===== config.mk =====
export PLATFORM = sky130hd
export DESIGN_NAME = fmc_top
export DESIGN_NICKNAME = d
export VERILOG_FILES = /design/src/fmc_pkg.sv /design/src/fmc_sync.sv /design/src/fmc_ticker.sv /design/src/fmc_top.sv
export SDC_FILE = /design/constraint.sdc
export NUM_CORES = 1
export LEC_CHECK = 0
export BUFFER_PORTS_ARGS = -buffer_cell sky130_fd_sc_hd__buf_2
export CAP_MARGIN = 20
export CORE_MARGIN = 3
export CORE_UTILIZATION = 55
export DETAILED_ROUTE_END_ITERATION = 10
export PLACE_DENSITY = 0.73
export SYNTH_ARGS = -nofsm -noshare
export SYNTH_HDL_FRONTEND = slang
export SYNTH_HIERARCHICAL = 1
export SYNTH_SLANG_ARGS = --single-unit

===== constraint.sdc =====
create_clock -name ref_clk -period 4.5 [get_ports ref_clk]
set_input_delay 0.675 -clock ref_clk [delete_from_list [all_inputs] [get_ports ref_clk]]
set_output_delay 0.675 -clock ref_clk [all_outputs]
set_load 0.1 [all_outputs]

===== src/fmc_pkg.sv =====
package fmc_pkg;

  // ----------------------------------------------------------------
  // Clock and timing
  // ----------------------------------------------------------------
  localparam int CLK_HZ        = 250_000_000;
  localparam int CLK_MHZ       = CLK_HZ / 1_000_000;
  localparam int MIN_RATE_HZ   = 22_500;
  localparam int MAX_RATE_HZ   = 51_500;
  localparam int BURST_HZ      = 885;
  // Period of a rate: longest time, rounds down
  localparam int MIN_RATE_CYC  = CLK_HZ / MIN_RATE_HZ;
  localparam int MAX_RATE_CYC  = CLK_HZ / MAX_RATE_HZ;
  localparam int BURST_CYC     = CLK_HZ / BURST_HZ;
  // Guard on stroke length: longest time, rounds down
  localparam int MAX_ON_NS     = 15_000;
  localparam int MAX_ON_CYC    = (MAX_ON_NS * CLK_MHZ) / 1000;
  // Wait from stroke end to feedback sample: least time, rounds up
  localparam int SAMPLE_DLY_NS = 2_000;
  localparam int SAMPLE_DLY_CYC = (SAMPLE_DLY_NS * CLK_MHZ + 999) / 1000;

  // ----------------------------------------------------------------
  // Widths and levels
  // ----------------------------------------------------------------
  localparam int PER_W   = 16;
  localparam int BURST_W = 20;
  localparam int PK_W    = 10;
  localparam int CNT_W   = 12;
  localparam int SCNT_W  = 8;
  localparam int SENSE_W = 6;

  // Peak-current target in mV across the sense resistor
  localparam logic [PK_W-1:0]   PK_MIN_MV  = 10'h078;
  localparam logic [PK_W-1:0]   PK_MAX_MV  = 10'h235;
  localparam logic [PK_W-1:0]   PK_STEP_MV = 10'h005;
  localparam logic [PER_W-1:0]  PER_STEP   = 16'h0010;
  localparam logic [SCNT_W-1:0] SCNT_MAX   = 8'hff;

  // ----------------------------------------------------------------
  // Types
  // ----------------------------------------------------------------
  typedef enum logic [2:0] {
    MODE_STARTUP,
    MODE_VOLTAGE_BURST,
    MODE_VOLTAGE_PEAK_CURRENT,
    MODE_VOLTAGE_FREQUENCY,
    MODE_CURRENT_FREQUENCY,
    MODE_CURRENT_PEAK_CURRENT
  } fmc_mode_t;

  // Comparator results from the analogue front end
  typedef struct packed {
    logic fb_low;      // feedback_sense below 2.5 V
    logic fb_rel_low;  // feedback_sense below burst_release_threshold
    logic pk_hit;      // primary current reached peak target
    logic iout_over;   // output current above output_current_limit
    logic vcc_stop;    // supply below 8.5 V stop level
    logic vcc_start;   // supply at or above 17 V start level
  } fmc_sense_t;

endpackage


===== src/fmc_sync.sv =====
`timescale 1ns/1ns
module fmc_sync
  import fmc_pkg::*;
#(
  parameter int W = 1
) (
  input  wire logic         ref_clk,  // Core clock
  input  wire logic         rst,      // Async reset
  input  wire logic [W-1:0] d_in,     // Asynchronous levels
  output logic      [W-1:0] q_out     // Synchronised levels
);

  logic [W-1:0] meta_ff;
  logic [W-1:0] sync_ff;

  genvar i;
  generate
    for (i = 0; i < W; i++) begin : g_bit
      always_ff @(posedge ref_clk or posedge rst) begin
        if (rst) begin
          meta_ff[i] <= 1'b0;
          sync_ff[i] <= 1'b0;
        end else begin
          meta_ff[i] <= d_in[i];
          sync_ff[i] <= meta_ff[i];
        end
      end
    end
  endgenerate

  assign q_out = sync_ff;

endmodule // fmc_sync


===== src/fmc_ticker.sv =====
`timescale 1ns/1ns
module fmc_ticker
  import fmc_pkg::*;
#(
  parameter int W = 16
) (
  input  wire logic         ref_clk,  // Core clock
  input  wire logic         rst,      // Async reset
  input  wire logic         restart,  // Restart the interval
  input  wire logic [W-1:0] len,      // Interval in cycles
  output logic              tick      // One-cycle pulse per interval
);

  logic [W-1:0] cnt_ff;
  logic         tick_ff;

  always_ff @(posedge ref_clk or posedge rst) begin
    if (rst) begin
      cnt_ff  <= '0;
      tick_ff <= 1'b0;
    end else if (restart) begin
      cnt_ff  <= '0;
      tick_ff <= 1'b0;
    end else if (cnt_ff >= len - 1'b1) begin
      cnt_ff  <= '0;
      tick_ff <= 1'b1;
    end else begin
      cnt_ff  <= cnt_ff + 1'b1;
      tick_ff <= 1'b0;
    end
  end

  assign tick = tick_ff;

endmodule // fmc_ticker


===== src/fmc_top.sv =====
`timescale 1ns/1ns
// What this block does
// - Burst period opens at fixed interval, one minimum stroke
// - Sample high after stroke: energy-save until next burst
// - Sample low: keep stroking until sample rises
// - Feedback below 2.4 V: jump to voltage peak-current
// - Burst strokes at 22.5 kHz, minimum peak
// - Burst period filled: move to voltage peak-current
// - Stroke count per burst varies, average regulated
// - Voltage peak-current: continuous at 22.5 kHz from minimum peak, from maximum when entered from voltage frequency
// - Voltage peak-current: fixed rate, raise peak target
// - Peak target at maximum: go voltage frequency
// - Voltage frequency: maximum peak, rate up to 51.5 kHz
// - Demand beyond maximum power: go current frequency
// - Current frequency: maximum peak, rate holds current limit
// - Rate at minimum: go current peak-current
// - Current peak-current: minimum rate, peak target lowered
// - Supply below stop level: stop, restart, hiccup
// - Stop level 8.5 V re-enables start-up source
// - Switching starts only at 17 V start level
module fmc_top
  import fmc_pkg::*;
#(
  parameter int BURST_PERIOD  = BURST_CYC,
  parameter int MIN_RATE_PER  = MIN_RATE_CYC,
  parameter int MAX_RATE_PER  = MAX_RATE_CYC
) (
  input  wire logic              ref_clk,         // Core clock, 250 MHz
  input  wire logic              rst,             // Async reset
  input  wire fmc_sense_t        sense_raw,       // Comparator levels
  output logic                   switch_on,       // Power switch gate
  output logic [PK_W-1:0]        peak_target,     // Peak target, mV
  output logic [PER_W-1:0]       period_len,      // Stroke period, cycles
  output fmc_mode_t              mode,            // Control mode
  output logic                   energy_save,     // Idle until next burst
  output logic                   startup_src_on,  // Start-up source enable
  output logic [SCNT_W-1:0]      burst_strokes    // Strokes last burst
);

  // ----------------------------------------------------------------
  // Local constants
  // ----------------------------------------------------------------
  localparam logic [PER_W-1:0]   MIN_P   = PER_W'(MIN_RATE_PER);
  localparam logic [PER_W-1:0]   MAX_P   = PER_W'(MAX_RATE_PER);
  localparam logic [BURST_W-1:0] BURST_P = BURST_W'(BURST_PERIOD);
  localparam logic [CNT_W-1:0]   ON_LAST = CNT_W'(MAX_ON_CYC - 1);
  localparam logic [CNT_W-1:0]   SMP_LAST = CNT_W'(SAMPLE_DLY_CYC - 1);

  // ----------------------------------------------------------------
  // Declarations
  // ----------------------------------------------------------------
  fmc_sense_t          sense_s;
  fmc_mode_t           state_ff;
  fmc_mode_t           nxt_state;
  logic                stroke_ff;
  logic                wait_ff;
  logic [CNT_W-1:0]    phase_cnt_ff;
  logic [PK_W-1:0]     target_ff;
  logic [PER_W-1:0]    period_ff;
  logic                save_ff;
  logic                src_ff;
  logic [SCNT_W-1:0]   scnt_ff;
  logic [SCNT_W-1:0]   last_scnt_ff;
  logic                stroke_tick;
  logic                burst_tick;
  logic                in_burst;
  logic                running;
  logic                burst_start;
  logic                start_stroke;
  logic                end_stroke;
  logic                sample_now;
  logic                stroke_restart;
  logic [PK_W-1:0]     pk_up;
  logic [PK_W-1:0]     pk_dn;
  logic [PER_W-1:0]    per_up;
  logic [PER_W-1:0]    per_dn;

  // ----------------------------------------------------------------
  // Input synchronisers and interval counters
  // ----------------------------------------------------------------
  fmc_sync #(
    .W       (SENSE_W)
  ) u_sync (
    .ref_clk (ref_clk),
    .rst     (rst),
    .d_in    (sense_raw),
    .q_out   (sense_s)
  );

  // Restarted at each burst so the stroke train lines up with it
  assign stroke_restart = burst_start || (state_ff == MODE_STARTUP);

  fmc_ticker #(
    .W       (PER_W)
  ) u_stroke_tick (
    .ref_clk (ref_clk),
    .rst     (rst),
    .restart (stroke_restart),
    .len     (period_ff),
    .tick    (stroke_tick)
  );

  fmc_ticker #(
    .W       (BURST_W)
  ) u_burst_tick (
    .ref_clk (ref_clk),
    .rst     (rst),
    .restart (!in_burst),
    .len     (BURST_P),
    .tick    (burst_tick)
  );

  // ----------------------------------------------------------------
  // Step helpers, clamped to the documented range
  // ----------------------------------------------------------------
  assign pk_up  = (target_ff >= PK_MAX_MV - PK_STEP_MV) ? PK_MAX_MV
                                                        : target_ff + PK_STEP_MV;
  assign pk_dn  = (target_ff <= PK_MIN_MV + PK_STEP_MV) ? PK_MIN_MV
                                                        : target_ff - PK_STEP_MV;
  assign per_up = (period_ff + PER_STEP >= MIN_P) ? MIN_P
                                                  : period_ff + PER_STEP;
  assign per_dn = (period_ff <= MAX_P + PER_STEP) ? MAX_P
                                                  : period_ff - PER_STEP;

  // ----------------------------------------------------------------
  // Stroke sequencing
  // ----------------------------------------------------------------
  assign in_burst    = (state_ff == MODE_VOLTAGE_BURST);
  assign running     = (state_ff != MODE_STARTUP) && !sense_s.vcc_stop;
  assign burst_start = in_burst && burst_tick;
  // New stroke only when the previous stroke and its sample are done
  assign start_stroke = running && !stroke_ff && !wait_ff &&
                        (burst_start || (stroke_tick && !save_ff));
  assign end_stroke  = stroke_ff &&
                       (sense_s.pk_hit || phase_cnt_ff == ON_LAST);
  assign sample_now  = wait_ff && (phase_cnt_ff == SMP_LAST);

  always_ff @(posedge ref_clk or posedge rst) begin
    if (rst) begin
      stroke_ff    <= 1'b0;
      wait_ff      <= 1'b0;
      phase_cnt_ff <= '0;
    end else if (!running) begin
      stroke_ff    <= 1'b0;
      wait_ff      <= 1'b0;
      phase_cnt_ff <= '0;
    end else if (start_stroke) begin
      stroke_ff    <= 1'b1;
      wait_ff      <= 1'b0;
      phase_cnt_ff <= '0;
    end else if (end_stroke) begin
      // Sample late in the secondary stroke, away from diode drop
      stroke_ff    <= 1'b0;
      wait_ff      <= 1'b1;
      phase_cnt_ff <= '0;
    end else if (sample_now) begin
      wait_ff      <= 1'b0;
      phase_cnt_ff <= '0;
    end else if (stroke_ff || wait_ff) begin
      phase_cnt_ff <= phase_cnt_ff + 1'b1;
    end
  end

  // ----------------------------------------------------------------
  // Energy save between bursts
  // ----------------------------------------------------------------
  always_ff @(posedge ref_clk or posedge rst) begin
    if (rst) begin
      save_ff <= 1'b0;
    end else if (!in_burst || burst_start) begin
      save_ff <= 1'b0;
    end else if (sample_now && !sense_s.fb_low) begin
      save_ff <= 1'b1;
    end
  end

  // Strokes in each burst; the loop regulates their average only
  always_ff @(posedge ref_clk or posedge rst) begin
    if (rst) begin
      scnt_ff      <= '0;
      last_scnt_ff <= '0;
    end else if (burst_start) begin
      last_scnt_ff <= scnt_ff;
      scnt_ff      <= SCNT_W'(1);
    end else if (start_stroke && in_burst && scnt_ff != SCNT_MAX) begin
      scnt_ff      <= scnt_ff + 1'b1;
    end
  end

  // ----------------------------------------------------------------
  // Mode sequencer
  // ----------------------------------------------------------------
  always_comb begin
    nxt_state = state_ff;
    case (state_ff)
      MODE_STARTUP: begin
        if (sense_s.vcc_start && !sense_s.vcc_stop) begin
          nxt_state = MODE_VOLTAGE_BURST;
        end
      end
      MODE_VOLTAGE_BURST: begin
        if (sense_s.fb_rel_low) begin
          nxt_state = MODE_VOLTAGE_PEAK_CURRENT;
        end else if (burst_tick && !save_ff) begin
          nxt_state = MODE_VOLTAGE_PEAK_CURRENT;
        end
      end
      MODE_VOLTAGE_PEAK_CURRENT: begin
        if (sample_now && sense_s.fb_low && pk_up == PK_MAX_MV) begin
          nxt_state = MODE_VOLTAGE_FREQUENCY;
        end else if (sample_now && !sense_s.fb_low &&
                     target_ff == PK_MIN_MV) begin
          nxt_state = MODE_VOLTAGE_BURST;
        end
      end
      MODE_VOLTAGE_FREQUENCY: begin
        if (sample_now && sense_s.fb_low && per_dn == MAX_P) begin
          nxt_state = MODE_CURRENT_FREQUENCY;
        end else if (sample_now && !sense_s.fb_low && per_up == MIN_P) begin
          nxt_state = MODE_VOLTAGE_PEAK_CURRENT;
        end
      end
      MODE_CURRENT_FREQUENCY: begin
        if (sample_now && sense_s.iout_over && per_up == MIN_P) begin
          nxt_state = MODE_CURRENT_PEAK_CURRENT;
        end else if (sample_now && !sense_s.iout_over &&
                     !sense_s.fb_low) begin
          nxt_state = MODE_VOLTAGE_FREQUENCY;
        end
      end
      MODE_CURRENT_PEAK_CURRENT: begin
        if (sample_now && !sense_s.iout_over && pk_up == PK_MAX_MV) begin
          nxt_state = MODE_CURRENT_FREQUENCY;
        end
      end
      default: begin
        nxt_state = MODE_STARTUP;
      end
    endcase
    if (state_ff != MODE_STARTUP && sense_s.vcc_stop) begin
      nxt_state = MODE_STARTUP;
    end
  end

  always_ff @(posedge ref_clk or posedge rst) begin
    if (rst) begin
      state_ff <= MODE_STARTUP;
    end else begin
      state_ff <= nxt_state;
    end
  end

  // ----------------------------------------------------------------
  // Peak-current target
  // ----------------------------------------------------------------
  always_ff @(posedge ref_clk or posedge rst) begin
    if (rst) begin
      target_ff <= PK_MIN_MV;
    end else begin
      case (nxt_state)
        MODE_VOLTAGE_PEAK_CURRENT: begin
          if (state_ff != MODE_VOLTAGE_PEAK_CURRENT) begin
            target_ff <= (state_ff == MODE_VOLTAGE_FREQUENCY) ?
                         PK_MAX_MV : PK_MIN_MV;
          end else if (sample_now) begin
            target_ff <= sense_s.fb_low ? pk_up : pk_dn;
          end
        end
        MODE_VOLTAGE_FREQUENCY, MODE_CURRENT_FREQUENCY: begin
          target_ff <= PK_MAX_MV;
        end
        MODE_CURRENT_PEAK_CURRENT: begin
          if (state_ff == MODE_CURRENT_PEAK_CURRENT && sample_now) begin
            target_ff <= sense_s.iout_over ? pk_dn : pk_up;
          end else if (state_ff != MODE_CURRENT_PEAK_CURRENT) begin
            target_ff <= PK_MAX_MV;
          end
        end
        default: begin
          // Burst and start-up use the minimum peak only
          target_ff <= PK_MIN_MV;
        end
      endcase
    end
  end

  // ----------------------------------------------------------------
  // Switching period
  // ----------------------------------------------------------------
  always_ff @(posedge ref_clk or posedge rst) begin
    if (rst) begin
      period_ff <= MIN_P;
    end else begin
      case (nxt_state)
        MODE_VOLTAGE_FREQUENCY: begin
          if (state_ff == MODE_VOLTAGE_FREQUENCY && sample_now) begin
            period_ff <= sense_s.fb_low ? per_dn : per_up;
          end
        end
        MODE_CURRENT_FREQUENCY: begin
          if (state_ff == MODE_CURRENT_FREQUENCY && sample_now) begin
            period_ff <= sense_s.iout_over ? per_up : per_dn;
          end else if (state_ff == MODE_VOLTAGE_FREQUENCY) begin
            // Left on the last step, so land on the rate ceiling
            period_ff <= MAX_P;
          end else if (state_ff != MODE_CURRENT_FREQUENCY) begin
            period_ff <= MIN_P;
          end
        end
        default: begin
          period_ff <= MIN_P;
        end
      endcase
    end
  end

  // ----------------------------------------------------------------
  // Start-up source
  // ----------------------------------------------------------------
  always_ff @(posedge ref_clk or posedge rst) begin
    if (rst) begin
      src_ff <= 1'b1;
    end else begin
      src_ff <= (nxt_state == MODE_STARTUP);
    end
  end

  assign switch_on      = stroke_ff;
  assign peak_target    = target_ff;
  assign period_len     = period_ff;
  assign mode           = state_ff;
  assign energy_save    = save_ff;
  assign startup_src_on = src_ff;
  assign burst_strokes  = last_scnt_ff;
endmodule // fmc_top


==> impl_results.md <==
* Outcome: complete, no violations
* Clock transition at path regs at around 0.070 ns
* Synthesis-to-finish area growth at 9.55%
* Routed WL per cell at 15.9 um
* Final cell count without fillers at 1281
* Worst Skew at 0.00712 ns
* P_leak at between 3 and 4 nW
* Final WL at 20300 um
* Cells after DPL at 1265
* Gr ovfl total at 0
* Post-synth ARST share at 100%
* Layout Nets at 1152
* Gpl congestion at 0.902
* Routed vias at 7528
* Yosys top cell by area: dfrtp_1
* Placed Area at 9020 sq um
* Worst EP arrival at 4.32 ns
* Mapped Area at 8490 sq um
* Distinct cells, synth at a little over 90
* Crit. End Element: flop
* Max Freq at 248 MHz
* Maximum vdd drop at 0.000368 V
* DR iter-0 viols at 741
* Top Ports at 48
* Final Hold Viols at 0
* Met1 Wirelength at 9430 um
* Actual slew at the worst max-slew pin at 0.899 ns
* Fillers at 1321
* Die Height at roughly 130 um
* Area contributors post-synth: dfrtp_1, ha_1, xnor2_1
* Startpoint Class: flop
* Initial Utilization at 57.4%
* Unrepaired setup endpoints after global routing: false
* Final Slew Violations at 0
* Slew HR at 39.5%
* Routed Antenna Nets at 0
* Die extent in x at 130 um
* Share of cells above drive strength 1 at 10.9%
* Max Used Layer: met4
* Setup slack after layout at approximately 0.46 ns
* Core area at 14800 sq um
* Largest net degree at the start of global routing at 40
* Met3 Routed Length at 1170 um
* Final instance area at 9300 sq um
* Post-CTS sizing at 0
* Power density cells at between 400 and 500 nW/um^2
* Worst skew pair latency at 0.36 ns
* Setup TNS at 0 ns
* Core Rows at 44
* CTS tree: built
* DP HPWL at ~15000 um
* Tot Pwr at 3.83 mW
* Synth Instances at about 1.0k
* Synth Flop Type: dfrtp_1
* Drt pass-1 iters at 6
* Crit path max fanout at 18
* Post-synth top area share at 28.6%
* CTS Sinks at 111
* Port bufs at 47
* Max Cap Viol at 0
* Hold_ws at 0.350 ns
* DRC at 0
* Hold Crit Class: reg -> reg
* Max clock buf depth at 2
* Final min period at a little over 4 ns
* Root Buffer: clkbuf_16
* Tcrit/Tclk final at 89.7%
* CTS H-tree lvls at 3
* TritonCTS Buffers at 9
* Vias in the first global route at 6851
* Warnings, synthesis at 6
* Vias/cell at 5.88
* First-pass GRT wire length at 33900 um
* Pre-CTS setup slack at slightly below 0.5 ns
* # Post-CTS Setup Buffers at 0
* Initial antenna violation count at 0
* # hold bufs at CTS at 0
* EDFF count, synth at 0
* Average cell area after synthesis at 8.37 sq um
* Fin util at between 60% and 70%
* # setup viols final at 0
* Post-synthesis register bit count at 111
* GRT Total Usage at 24.7%
* Required time of the critical path at ~4.8 ns
* Kind of critical path: reg -> reg
* Die area at roughly 17000 sq um
* Routed length on met2 at 9350 um
* Post-synthesis sequential area ratio at 32.9%
* Antenna Cells at 0
## cell usage after synthesis (all sizes together), types with 11 or more instances
cell and count:
nor2 118, o21ai 49, a21oi 42, xor2 46, nor4 15, a31oi 13, clkbuf 33, and3 13
nand2 119, o22ai 11, dfrtp 97, ha 52, nand4 22, xnor2 52, dfstp 14, nor3 52
buf 14, nand3 36, inv 34
## sequential cells by signal, summed over array words and instances, names as in the netlist
register and count:
burst_strokes 8, energy_save 1, mode 3, peak_target 10, period_len 16, phase_cnt_ff 12, scnt_ff 8, startup_src_on 1
switch_on 1, u_burst_tick/cnt_ff 20, u_burst_tick/tick 1, u_stroke_tick/cnt_ff 16, u_stroke_tick/tick 1, u_sync/meta_ff 6, u_sync/q_out 6, wait_ff 1
## cell usage in the layout (no fill, tap or decap), drive strengths merged, types with 15 or more instances in the layout
| cell | count |
|---|---|
| conb | 58 |
| dfrtp | 97 |
| nor2 | 118 |
| nand3 | 36 |
| nor4 | 15 |
| xnor2 | 52 |
| o21ai | 49 |
| inv | 37 |
| nor3 | 52 |
| nand4 | 22 |
| xor2 | 46 |
| a21oi | 42 |
| ha | 52 |
| nand2 | 119 |
| buf | 57 |
## final timing paths
path	from	to	slack [ns]	depth (start not counted)
max	period_len[5]	period_len[10]	0.46	10
max reg2reg	period_len[5]	period_len[10]	0.46	10
max in group asynchronous	rst	period_len[9]	3.20	3
min in group asynchronous	rst	u_sync/q_out[4]	0.36	2
min	u_sync/meta_ff[2]	u_sync/q_out[2]	0.35	0
min reg2reg	u_sync/meta_ff[2]	u_sync/q_out[2]	0.35	0
## cell type report
type | count | area, sq um | area share (%)
clock inverter | 6 | 51.3 | 0.551
sequential | 111 | 2800 | 30.0
tap | 184 | 230 | 2.47
multi-input combinational | 879 | 5560 | 59.7
clock buffer | 10 | 229 | 2.46
inverter | 34 | 130 | 1.40
timing repair buffer | 57 | 310 | 3.34
## worst max-delay path, stage by stage (launching register included)
cell and delay [ns]:
dfstp_2 0.72, ha_1 0.53, nand3_1 0.22, nor4_1 0.36
nand3_1 0.12, a22o_1 0.29, o311a_1 0.32, o2111ai_2 0.50
nand2_1 0.36, o221a_2 0.33, a211oi_2 0.19
## logic make-up (layout without fill, tap and decap cells)
kind of cell | Yosys count | in the layout | share of synthesized area [%]
AOI/OAI and AO/OA | 206 | 206 | 16.5
DFF | 111 | 111 | 32.9
adders and majority gates | 52 | 52 | 7.66
xor gates and xnor gates | 98 | 98 | 10.1
and+or+nand+nor | 454 | 454 | 27.1
other | 2 | 58 | 0.0884
muxes | 11 | 11 | 1.46
buffers and inverters | 81 | 107 | 4.12
## layer usage
| metal | global-route usage [%] | up-vias |
|---|---|---|
| li1 | - | 3763 |
| met4 | 6.91 | 0 |
| met5 | 0 | - |
| met2 | 39.1 | 230 |
| met1 | 35.1 | 3505 |
| met3 | 4.05 | 30 |
## report_power, final
group	total, mW	internal [mW]	switching [mW]
Clock	0.768	0.385	0.382
Sequential	1.31	1.09	0.219
Combinational	1.75	0.502	1.25
Total	3.83	1.98	1.85
Note: power is estimated with default switching activity, not from simulation.
